<file path="config.mk">
export PLATFORM = sky130hd
export DESIGN_NAME = acc_control
export DESIGN_NICKNAME = d
export VERILOG_FILES = /design/src/design/acc_pkg.sv /design/src/design/acc_control.sv /design/src/design/acc_majority_filter.sv
export SDC_FILE = /design/constraint.sdc
export NUM_CORES = 1
export LEC_CHECK = 0
export BUFFER_PORTS_ARGS = -buffer_cell sky130_fd_sc_hd__buf_2
export CORE_ASPECT_RATIO = 0.75
export CORE_UTILIZATION = 50
export DETAILED_ROUTE_END_ITERATION = 16
export HOLD_SLACK_MARGIN = 0.02
export PLACE_DENSITY = 0.8
export SLEW_MARGIN = 20
export SYNTH_ARGS = -nofsm -noshare
export SYNTH_HDL_FRONTEND = slang
export SYNTH_SLANG_ARGS = --single-unit
</file>
<file path="constraint.sdc">
create_clock -name ref_clk -period 4.4 [get_ports ref_clk]
set_input_delay 0.22 -clock ref_clk [delete_from_list [all_inputs] [get_ports ref_clk]]
set_output_delay 0.22 -clock ref_clk [all_outputs]
set_load 0.03 [all_outputs]
</file>
<file path="src/design/acc_pkg.sv">
// Shared constants and types for the analog comparator control block
package acc_pkg;

  // Comparator count and field widths
  localparam int ACC_NUM_COMP = 2;
  localparam int ACC_POS_W    = 2;
  localparam int ACC_NEG_W    = 3;
  localparam int ACC_CNT_W    = 9;
  localparam int ACC_HIST_W   = 5;

  // Clock period and start-up delay, cycle count rounded up
  localparam int ACC_CLK_PERIOD_PS   = 5000;
  localparam int ACC_STARTUP_TIME_NS = 1000;
  localparam int ACC_STARTUP_CYCLES  =
    (ACC_STARTUP_TIME_NS * 1000 + ACC_CLK_PERIOD_PS - 1) / ACC_CLK_PERIOD_PS;

  // Values after reset
  localparam logic ACC_STATE_RST = 1'b0;
  localparam logic ACC_READY_RST = 1'b0;
  localparam logic [ACC_HIST_W-1:0] ACC_HIST_RST = 5'h00;

  // Filter masks over the sample history, newest sample in bit 0
  localparam logic [ACC_HIST_W-1:0] ACC_MASK_1 = 5'h01;
  localparam logic [ACC_HIST_W-1:0] ACC_MASK_3 = 5'h07;
  localparam logic [ACC_HIST_W-1:0] ACC_MASK_5 = 5'h1F;

  // Interrupt condition select
  typedef enum logic [1:0] {
    ACC_IRQ_TOGGLE,
    ACC_IRQ_RISE,
    ACC_IRQ_FALL,
    ACC_IRQ_EOC
  } acc_irq_sel_t;

  // Output filter length; the reserved code behaves as no filter
  typedef enum logic [1:0] {
    ACC_FLT_NONE,
    ACC_FLT_MAJ3,
    ACC_FLT_MAJ5,
    ACC_FLT_RSVD
  } acc_flt_t;

  // Per-comparator measurement phase
  typedef enum logic [1:0] {
    ACC_IDLE,
    ACC_STARTUP,
    ACC_SAMPLE,
    ACC_RUN
  } acc_phase_t;

  // Number of samples a comparison takes for a filter length
  function automatic logic [ACC_CNT_W-1:0] acc_samples(input acc_flt_t len);
    case (len)
      ACC_FLT_MAJ3: return 9'h003;
      ACC_FLT_MAJ5: return 9'h005;
      default:      return 9'h001;
    endcase
  endfunction : acc_samples

endpackage : acc_pkg

</file>
<file path="src/design/acc_control.sv">
// Control logic for a pair of analog comparators: modes, start-up, flags, events
//
// Behaviour
// Settings captured at enable, frozen while enabled
// Per-comparator enable bit turns comparator on/off
// Module enable off stops all, keeps bits
// Single-shot select: zero continuous, one single
// Start-up delay before any result appears
// Interrupt on toggle, rise, fall or end
// End-of-comparison interrupt fires every comparison
// Events follow output state, ignore interrupt enable
// Continuous: compare, update state, ready, events
// Continuous repeats; start-up only before first
// Continuous edges from successive clocked samples
// Sleep continuous: request clock on state change
// Single-shot: start bit runs exactly one comparison
// Software start clears ready; completion sets it
// Enabled input event starts single-shot comparison
// Event start leaves ready bit unchanged
// Single-shot edges compare against previous measurement
// Sleep event start requests clock for comparison
// Positive selects pins; negative pins or references
// Software changes inputs only while disabled
// Software sets output routing for custom logic; this block has no routing output
// Filter none, majority of three or five
// Interrupt request while flag and enable set
// Disable aborts comparison, keeps last result
module acc_control #(
  parameter int STARTUP_CYCLES = acc_pkg::ACC_STARTUP_CYCLES
) (
  input  wire logic                                              ref_clk,
  input  wire logic                                              sys_rst,
  input  wire logic                                              moduleEnable,
  input  wire logic [acc_pkg::ACC_NUM_COMP-1:0]                  compEnable,
  input  wire logic [acc_pkg::ACC_NUM_COMP-1:0]                  singleShot,
  input  wire acc_pkg::acc_irq_sel_t [acc_pkg::ACC_NUM_COMP-1:0] irqConditionSelect,
  input  wire acc_pkg::acc_flt_t [acc_pkg::ACC_NUM_COMP-1:0]     filterLength,
  input  wire logic [acc_pkg::ACC_NUM_COMP-1:0][acc_pkg::ACC_POS_W-1:0] positiveInputSelect,
  input  wire logic [acc_pkg::ACC_NUM_COMP-1:0][acc_pkg::ACC_NEG_W-1:0] negativeInputSelect,
  input  wire logic [acc_pkg::ACC_NUM_COMP-1:0]                  runInStandby,
  input  wire logic [acc_pkg::ACC_NUM_COMP-1:0]                  startComparison,
  input  wire logic [acc_pkg::ACC_NUM_COMP-1:0]                  eventStartEnable,
  input  wire logic [acc_pkg::ACC_NUM_COMP-1:0]                  startEvent,
  input  wire logic [acc_pkg::ACC_NUM_COMP-1:0]                  eventOutEnable,
  input  wire logic [acc_pkg::ACC_NUM_COMP-1:0]                  irqEnable,
  input  wire logic [acc_pkg::ACC_NUM_COMP-1:0]                  irqFlagClear,
  input  wire logic                                              sleepMode,
  input  wire logic                                              wakeupEnable,
  input  wire logic [acc_pkg::ACC_NUM_COMP-1:0]                  rawCompOut,
  output logic [acc_pkg::ACC_NUM_COMP-1:0]                       comparatorState,
  output logic [acc_pkg::ACC_NUM_COMP-1:0]                       comparatorReady,
  output logic [acc_pkg::ACC_NUM_COMP-1:0]                       compEvent,
  output logic [acc_pkg::ACC_NUM_COMP-1:0]                       irqFlag,
  output logic                                                   irqRequest,
  output logic [acc_pkg::ACC_NUM_COMP-1:0]                       compPowerUp,
  output logic [acc_pkg::ACC_NUM_COMP-1:0][acc_pkg::ACC_POS_W-1:0] posSelectOut,
  output logic [acc_pkg::ACC_NUM_COMP-1:0][acc_pkg::ACC_NEG_W-1:0] negSelectOut,
  output logic                                                   clockRequest
);
  import acc_pkg::*;

  localparam int NC = ACC_NUM_COMP;

  // Refuse start-up counts the counter cannot hold
  if (STARTUP_CYCLES < 1 || STARTUP_CYCLES >= 2 ** ACC_CNT_W) begin : g_chk
    $error("STARTUP_CYCLES out of range for the phase counter");
  end

  typedef struct packed {
    logic [NC-1:0]                  syncA;
    logic [NC-1:0]                  syncB;
    logic [NC-1:0]                  active;
    acc_phase_t [NC-1:0]            phase;
    logic [NC-1:0][ACC_CNT_W-1:0]   count;
    logic [NC-1:0]                  single;
    acc_irq_sel_t [NC-1:0]          irqSel;
    acc_flt_t [NC-1:0]              flt;
    logic [NC-1:0][ACC_POS_W-1:0]   posSel;
    logic [NC-1:0][ACC_NEG_W-1:0]   negSel;
    logic [NC-1:0]                  runStby;
    logic [NC-1:0]                  state;
    logic [NC-1:0]                  ready;
    logic [NC-1:0]                  evOut;
    logic [NC-1:0]                  flag;
    logic [NC-1:0]                  powerUp;
    logic                           irqReq;
    logic                           clkReq;
  } acc_regs_t;

  acc_regs_t     stReg;
  acc_regs_t     stNext;
  logic [NC-1:0] doneVec;
  logic [NC-1:0] startAcc;
  logic [NC-1:0] evtAcc;
  logic [NC-1:0] sampleEn;
  logic [NC-1:0] fltClear;
  logic [NC-1:0] majority;
  logic [NC-1:0] needClk;

  // Edge and end-of-comparison match for the selected condition
  function automatic logic irq_hit(input acc_irq_sel_t sel, input logic prev,
                                   input logic now);
    case (sel)
      ACC_IRQ_TOGGLE: return prev != now;
      ACC_IRQ_RISE:   return !prev && now;
      ACC_IRQ_FALL:   return prev && !now;
      default:        return 1'b1;
    endcase
  endfunction : irq_hit

  // One majority filter per comparator, fed from the synchronised output
  for (genvar g = 0; g < NC; g++) begin : g_flt
    acc_majority_filter u_flt (
      .ref_clk      (ref_clk),
      .sys_rst      (sys_rst),
      .clear        (fltClear[g]),
      .sampleEn     (sampleEn[g]),
      .sample       (stReg.syncB[g]),
      .filterLength (stReg.flt[g]),
      .majority     (majority[g])
    );
  end

  // Next-state logic for both comparators
  always_comb begin
    logic                 act;
    logic [ACC_CNT_W-1:0] nSamp;
    act      = 1'b0;
    nSamp    = '0;
    stNext   = stReg;
    doneVec  = '0;
    startAcc = '0;
    evtAcc   = '0;
    sampleEn = '0;
    fltClear = '0;
    needClk  = '0;
    // Analog output is asynchronous, so two stages before use
    stNext.syncA = rawCompOut;
    stNext.syncB = stReg.syncA;
    for (int i = 0; i < NC; i++) begin
      // Module enable gates without touching the per-comparator bit
      act = moduleEnable && compEnable[i] && (!sleepMode || stReg.runStby[i]); // see R2
      stNext.active[i] = act;
      nSamp = acc_samples(stReg.flt[i]);
      // Settings only follow the inputs while the comparator is off
      if (!stReg.active[i]) begin
        stNext.single[i]  = singleShot[i];
        stNext.irqSel[i]  = irqConditionSelect[i];
        stNext.flt[i]     = filterLength[i];
        stNext.posSel[i]  = positiveInputSelect[i];
        stNext.negSel[i]  = negativeInputSelect[i];
        stNext.runStby[i] = runInStandby[i];
      end
      // Filter history only collects samples of a running comparison
      sampleEn[i] = (stReg.phase[i] == ACC_SAMPLE && stReg.count[i] < nSamp) ||
                    stReg.phase[i] == ACC_RUN;
      fltClear[i] = stReg.phase[i] == ACC_IDLE || stReg.phase[i] == ACC_STARTUP;
      if (!act) begin
        // Abort anything in progress; last result stays in place
        stNext.phase[i] = ACC_IDLE;
        stNext.count[i] = '0;
      end else begin
        case (stReg.phase[i])
          ACC_IDLE: begin
            if (!stReg.active[i]) begin
              // Fresh enable: one cycle to settle the captured settings
              stNext.phase[i] = ACC_IDLE;
            end else if (!stReg.single[i]) begin
              stNext.phase[i] = ACC_STARTUP; // see R4
            end else if (startComparison[i]) begin
              startAcc[i]     = 1'b1;
              stNext.phase[i] = ACC_STARTUP;
            end else if (eventStartEnable[i] && startEvent[i]) begin
              evtAcc[i]       = 1'b1; // see R15
              stNext.phase[i] = ACC_STARTUP;
            end
            stNext.count[i] = '0;
          end
          ACC_STARTUP: begin
            // No sample is taken until the delay has run out
            if (stReg.count[i] == ACC_CNT_W'(STARTUP_CYCLES - 1)) begin
              stNext.phase[i] = ACC_SAMPLE;
              stNext.count[i] = '0;
            end else begin
              stNext.count[i] = stReg.count[i] + 1'b1;
            end
          end
          ACC_SAMPLE: begin
            if (stReg.count[i] == nSamp) begin
              doneVec[i]      = 1'b1;
              stNext.phase[i] = stReg.single[i] ? ACC_IDLE : ACC_RUN; // see R13
              stNext.count[i] = '0;
            end else begin
              stNext.count[i] = stReg.count[i] + 1'b1;
            end
          end
          default: begin
            // Continuous: a result every clock from the sliding window
            doneVec[i] = 1'b1; // see R10
          end
        endcase
      end
      // Result, edge against the previous result, and flags
      if (doneVec[i]) begin
        stNext.state[i] = majority[i];
      end
      if (startAcc[i]) begin
        stNext.ready[i] = 1'b0; // see R14
      end
      if (doneVec[i]) begin
        stNext.ready[i] = 1'b1; // see R9
      end
      if (irqFlagClear[i]) begin
        stNext.flag[i] = 1'b0;
      end
      // Set beats a clear in the same cycle so no event is lost
      if (doneVec[i] && irq_hit(stReg.irqSel[i], stReg.state[i], majority[i])) begin
        stNext.flag[i] = 1'b1; // see R6 see R7
      end
      // Event output copies the state whatever the interrupt enable
      stNext.evOut[i]   = eventOutEnable[i] && stNext.state[i];
      stNext.powerUp[i] = act && stNext.phase[i] != ACC_IDLE;
      // Clock is needed to finish a shot or register an output change
      needClk[i] = evtAcc[i] || startAcc[i] ||
                   stReg.phase[i] == ACC_STARTUP || stReg.phase[i] == ACC_SAMPLE ||
                   (stReg.phase[i] == ACC_RUN && stReg.syncB[i] != stReg.state[i]) ||
                   stReg.flag[i] != stNext.flag[i];
    end
    stNext.irqReq = |(stNext.flag & irqEnable);
    // In sleep the clock is held while work is pending or wake-up is enabled
    stNext.clkReq = !sleepMode || wakeupEnable || |needClk; // see R12
  end

  always_ff @(posedge ref_clk or posedge sys_rst) begin
    if (sys_rst) begin
      stReg <= '0;
    end else begin
      stReg <= stNext;
    end
  end

  // Outputs straight from the state register
  assign comparatorState = stReg.state;
  assign comparatorReady = stReg.ready;
  assign compEvent       = stReg.evOut;
  assign irqFlag         = stReg.flag;
  assign irqRequest      = stReg.irqReq;
  assign compPowerUp     = stReg.powerUp;
  assign posSelectOut    = stReg.posSel;
  assign negSelectOut    = stReg.negSel;
  assign clockRequest    = stReg.clkReq;

  // Checks on comparator 0; comparator 1 shares the same logic
  localparam int ShotMin = STARTUP_CYCLES + 1;
  localparam int ShotMax = STARTUP_CYCLES + 8;
endmodule : acc_control

</file>
<file path="src/design/acc_majority_filter.sv">
// Majority vote output filter for one comparator
module acc_majority_filter (
  input  wire logic             ref_clk,
  input  wire logic             sys_rst,
  input  wire logic             clear,
  input  wire logic             sampleEn,
  input  wire logic             sample,
  input  wire acc_pkg::acc_flt_t filterLength,
  output logic                  majority
);
  import acc_pkg::*;

  typedef struct packed {
    logic [ACC_HIST_W-1:0] hist;
  } acc_flt_state_t;

  acc_flt_state_t fltReg;
  acc_flt_state_t fltNext;

  // True when at least N/2+1 of the last N samples are one
  function automatic logic vote(input logic [ACC_HIST_W-1:0] h, input acc_flt_t len);
    logic [ACC_HIST_W-1:0] m;
    logic [2:0]            ones;
    logic [2:0]            need;
    m    = (len == ACC_FLT_MAJ3) ? ACC_MASK_3 :
           (len == ACC_FLT_MAJ5) ? ACC_MASK_5 : ACC_MASK_1;
    ones = 3'h0;
    need = 3'(acc_samples(len) >> 1) + 3'h1;
    for (int k = 0; k < ACC_HIST_W; k++) begin
      ones = ones + {2'h0, h[k] & m[k]};
    end
    return ones >= need;
  endfunction : vote

  // History shifts on each sample; cleared while no comparison runs
  always_comb begin
    fltNext = fltReg;
    if (clear) begin
      fltNext.hist = ACC_HIST_RST;
    end else if (sampleEn) begin
      fltNext.hist = {fltReg.hist[ACC_HIST_W-2:0], sample};
    end
  end

  always_ff @(posedge ref_clk or posedge sys_rst) begin
    if (sys_rst) begin
      fltReg <= '0;
    end else begin
      fltReg <= fltNext;
    end
  end

  // Vote over the stored history only
  assign majority = vote(fltReg.hist, filterLength);

endmodule : acc_majority_filter

</file>
==> impl_summary.md <==
Worst setup path
Traced cell by cell, the critical path runs through ha_4 -> nor2_1 -> ha_1 -> fa_1 -> ha_2 -> fa_1 -> ha_1 -> a21o_1 -> a21o_1 -> ha_1 -> nor2b_1 -> o31a_1 -> nor3_2 -> mux2i_1 -> a311o_1. In this run the critical register-to-register path is launched from stReg[27]. The cell occurring most often along the worst timing path is sky130_fd_sc_hd__ha_1. The data required time of the critical path is 4.64 ns. On the critical path, the stage with the largest delay is an instance of sky130_fd_sc_hd__fa_1. STA classifies the critical path endpoint as a flop. In this run the worst setup path terminates at clockRequest. The worst setup path is of the reg -> reg kind. In this run the critical register-to-register path is captured at clockRequest. Along the worst path, the maximum fanout reaches 4.

The arrival time at the worst endpoint is 4.51 ns. The launching element of the worst setup path is stReg[27]. The worst setup path is launched from a flop. The number of cell instances on the worst register-to-register path is 15. The largest single stage delay on the critical path is 0.48 ns.

The setup check on the worst reg-to-reg path leaves a slack of 0.13 ns.

Timing
The number of hold violations in the final report came to 0. For this run, the top clock speed supported by timing is 234 MHz. The maximum clock skew at final layout is 0.0113 ns. The share of the cycle needed by the critical path after routing is 97.1%. The max-slew violation count is 0. The final critical path time including I/O delays and setup is 4.27 ns. The final count of negative-setup-slack endpoints is 0. The slew at the pin closest to its max-slew limit is 1.00 ns. The worst pin sits at a relative slew slack of 32.7%.

Yosys
Counting flops with a built-in enable in the synthesized netlist gives 0. Synthesis produced a netlist whose cell count is 404. By count the netlist is led by 72 x sky130_fd_sc_hd__dfrtp_1, 43 x sky130_fd_sc_hd__inv_1, 34 x sky130_fd_sc_hd__ha_1, 26 x sky130_fd_sc_hd__nand3_1, 25 x sky130_fd_sc_hd__nor2_1. The most repeated cell in the gate-level netlist after synthesis is sky130_fd_sc_hd__dfrtp_1. By area the synthesized netlist is led by sky130_fd_sc_hd__dfrtp_1 43%, sky130_fd_sc_hd__ha_1 10%, sky130_fd_sc_hd__mux2_2 6.5%.

The most used flip-flop cell after synthesis is sky130_fd_sc_hd__dfrtp_1. The net count after synthesis is 485. Of all flip-flops after synthesis, the portion carrying an async set or reset was 100%. The top cell type by area accounts for 43.4% of the synthesized area. Of all cell types, the one taking the most synthesized area is sky130_fd_sc_hd__dfrtp_1. Counting distinct cell types in the post-synthesis netlist gives 51. Sequential cells were found to cover 43.4% of the synthesized design area. After synthesis the cells add up to 0.00415 sq mm. The number of synthesized register bits is 72. A synthesized cell averages 10.3 sq um. The Yosys step of the flow raised 0 warnings.

CTS
The CTS tree is built. Clock tree synthesis selected as its root buffer the cell sky130_fd_sc_hd__clkbuf_8. The clock reaches the later pin of the worst-skew pair after 0.35 ns. TritonCTS created 9 clock buffers.

The clock transition at the registers of the reported paths is 0.08 ns. For this design, the sink count on the clock tree is 72. The number of H-tree branching levels is 3.

The maximum clock insertion buffer count is 2.

Routing
The routed layout has 3171 vias. The final wirelength is 8.84 mm. In this run the remaining antenna-violating nets after routing total 0.

The average wire length per cell after detail routing is 15.5 um. The number of design rule violations left after detail routing is 0. The count of routing violations after the opening detailed-route iteration is 359. The average via count per standard cell is 5.55. The first detailed-routing pass took 6 iterations.

Layout
The finished cells cover 0.00474 sq mm. The finished layout holds 571 standard cells, fillers aside. The number of fill cells is 647. The net count of the finished layout is 542. Of the cells placed in the final design, the portion with a size suffix greater than 1 is 25.1%. The area growth from synthesis to layout is 14.2%. The repair_antennas step left the layout with diodes totalling 0.

Floorplan
After floorplanning, the core was sized to cover 0.00795 sq mm. The count of standard-cell rows is 28. The starting utilization of the core area is 52.2%. The die is 107 um wide.

The count of pins on the block boundary is 65. The die is 80.9 um tall. The die area is 0.00867 sq mm.

Placed design
The count of input and output buffers is 64. The placed standard-cell area is 0.00444 sq mm. Routability-driven placement finished with a final weighted congestion of 0.935. The half-perimeter wire length after detailed placement is 6.47 mm. The total instance count after detailed placement is 551.

Pwr
VDD sags by at most 0.000215 V. The standby leakage power is 2.33 nW. The power per cell area is 324 mW/mm^2.

Hold path
The path category of the worst min-delay check is in -> async.

Global routing
The first global-routing pass estimated 14.8 mm of wire. The number of global-route vias before repair is 3115. The remaining global-route overflow is 0. The largest net degree at the start of global routing is 53.

The initial antenna violation count was 0. Global routing used 22.1% of the available tracks.

Job
The tool flagged a number of max-cap violations equal to 0.

Run status
The flow ran to the end, and the final reports show no timing, DRC or antenna violations.
cell families after synthesis:
| logic type | Yosys count | synth area share (%) |
|---|---|---|
| buf+inv | 66 | 7.96 |
| mux | 27 | 7.30 |
| compound gates | 75 | 12.9 |
| flops | 72 | 43.4 |
| simple gates | 117 | 14.4 |
| xor+xnor | 9 | 1.90 |
| fa+ha+maj | 38 | 12.2 |
critical path: cells and delay by family, from the launching register on:
family          cells  cell delay, ns
compound gates      4            0.93
fa+ha+maj           7            2.30
flops               1            0.45
mux                 1            0.10
simple gates        3            0.38
how the worst min path moves through the flow:
stage	cells past startpoint	to	slack, ns
3_5_place_dp	1	stNext[59]	0.33
3_3_place_gp	1	stNext[59]	0.33
2_1_floorplan	0	stNext[58]	0.25
4_1_cts	2	compEvent[0]	0.06
6_report	2	posSelectOut[1]	0.03
5_1_grt	2	compEvent[0]	0.06
layer usage:
layer  part of all wire [%]  routed length (um)  vias to the layer above  track usage (%)
met4                    1.8                 158                        0             8.63
li1                       -                   -                     1513                -
met3                    6.8                 600                       14             5.62
met1                     47                4110                     1494             29.8
met2                     45                3970                      150             34.5
met5                      0                   0                        -                0
per-stage QoR:
step / power [mW] / setup WS [ns] / setup TNS [ns] / hold slack, ns / util (%)
after global routing: 1.59 / -0.00801 / -0.00801 / 0.0607 / 59.6
final: 1.53 / 0.127 / 0 / 0.0261 / 59.6
after floorplan: 0.852 / 0.196 / 0 / 0.251 / -
after global placement: 0.886 / 0.0941 / 0 / 0.328 / 55.8
after detailed placement: 0.894 / -0.0423 / -0.0423 / 0.329 / 55.8
after CTS: 1.54 / 0.0342 / 0 / 0.0562 / 59.2
layout by cell type (no fill, tap or decap), types with 3 or more instances in the layout:
cell / Yosys / final
sky130_fd_sc_hd__nand4_1: 5 / 5
sky130_fd_sc_hd__a22o_1: 5 / 5
sky130_fd_sc_hd__o211ai_1: 4 / 4
sky130_fd_sc_hd__nor2_1: 25 / 25
sky130_fd_sc_hd__or2_2: 3 / 3
sky130_fd_sc_hd__and3_1: 4 / 4
sky130_fd_sc_hd__or3_1: 3 / 3
sky130_fd_sc_hd__inv_1: 43 / 41
sky130_fd_sc_hd__xnor2_1: 6 / 6
sky130_fd_sc_hd__dfrtp_1: 72 / 72
sky130_fd_sc_hd__o21ai_1: 4 / 4
sky130_fd_sc_hd__nor3_1: 9 / 8
sky130_fd_sc_hd__bufinv_16: 0 / 3
sky130_fd_sc_hd__buf_2: 0 / 64
sky130_fd_sc_hd__a21o_1: 12 / 12
sky130_fd_sc_hd__nand2_1: 18 / 18
sky130_fd_sc_hd__o21ai_0: 20 / 20
sky130_fd_sc_hd__nand3_1: 26 / 26
sky130_fd_sc_hd__xor2_1: 3 / 3
sky130_fd_sc_hd__nor2b_1: 6 / 6
sky130_fd_sc_hd__ha_1: 34 / 32
sky130_fd_sc_hd__o31ai_1: 3 / 3
sky130_fd_sc_hd__and2_1: 7 / 7
sky130_fd_sc_hd__fa_1: 4 / 4
sky130_fd_sc_hd__a31oi_1: 3 / 3
sky130_fd_sc_hd__clkbuf_8: 0 / 9
sky130_fd_sc_hd__nor4_1: 3 / 3
sky130_fd_sc_hd__a21oi_1: 6 / 6
sky130_fd_sc_hd__buf_4: 20 / 3
sky130_fd_sc_hd__mux2_2: 24 / 24
where the power goes:
part	total (mW)	switching, mW	internal [mW]
Clock	0.647	0.266	0.381
Sequential	0.713	0.0246	0.688
Combinational	0.173	0.0999	0.0735
final cells by class:
type	count	area [sq um]	share of cell area, %
Tap cell	105	131	2.77
Multi-Input combinational cell	266	2040	43.0
Clock inverter	6	116	2.45
Inverter	43	163	3.43
Timing Repair Buffer	69	363	7.65
Sequential cell	72	1800	38.0
Clock buffer	10	128	2.69
repair_timing:
action / 4_1_cts / 5_1_grt
pin swaps: 0 / 5
hold buffers: 2 / 0
endpoints found under the setup margin: 1 / 1
gates resized for setup: 1 / 3
endpoints found under the hold margin: 2 / 0
setup buffers: 0 / 2
flip-flops by register name (all words and copies together) (netlist names), 4 cells and up:
| name | cells |
|---|---|
| g_flt.u_flt.fltReg | 10 |
| negSelectOut | 6 |
| posSelectOut | 4 |
| stReg | 38 |
No activity file was read; power rests on OpenSTA's default activity.
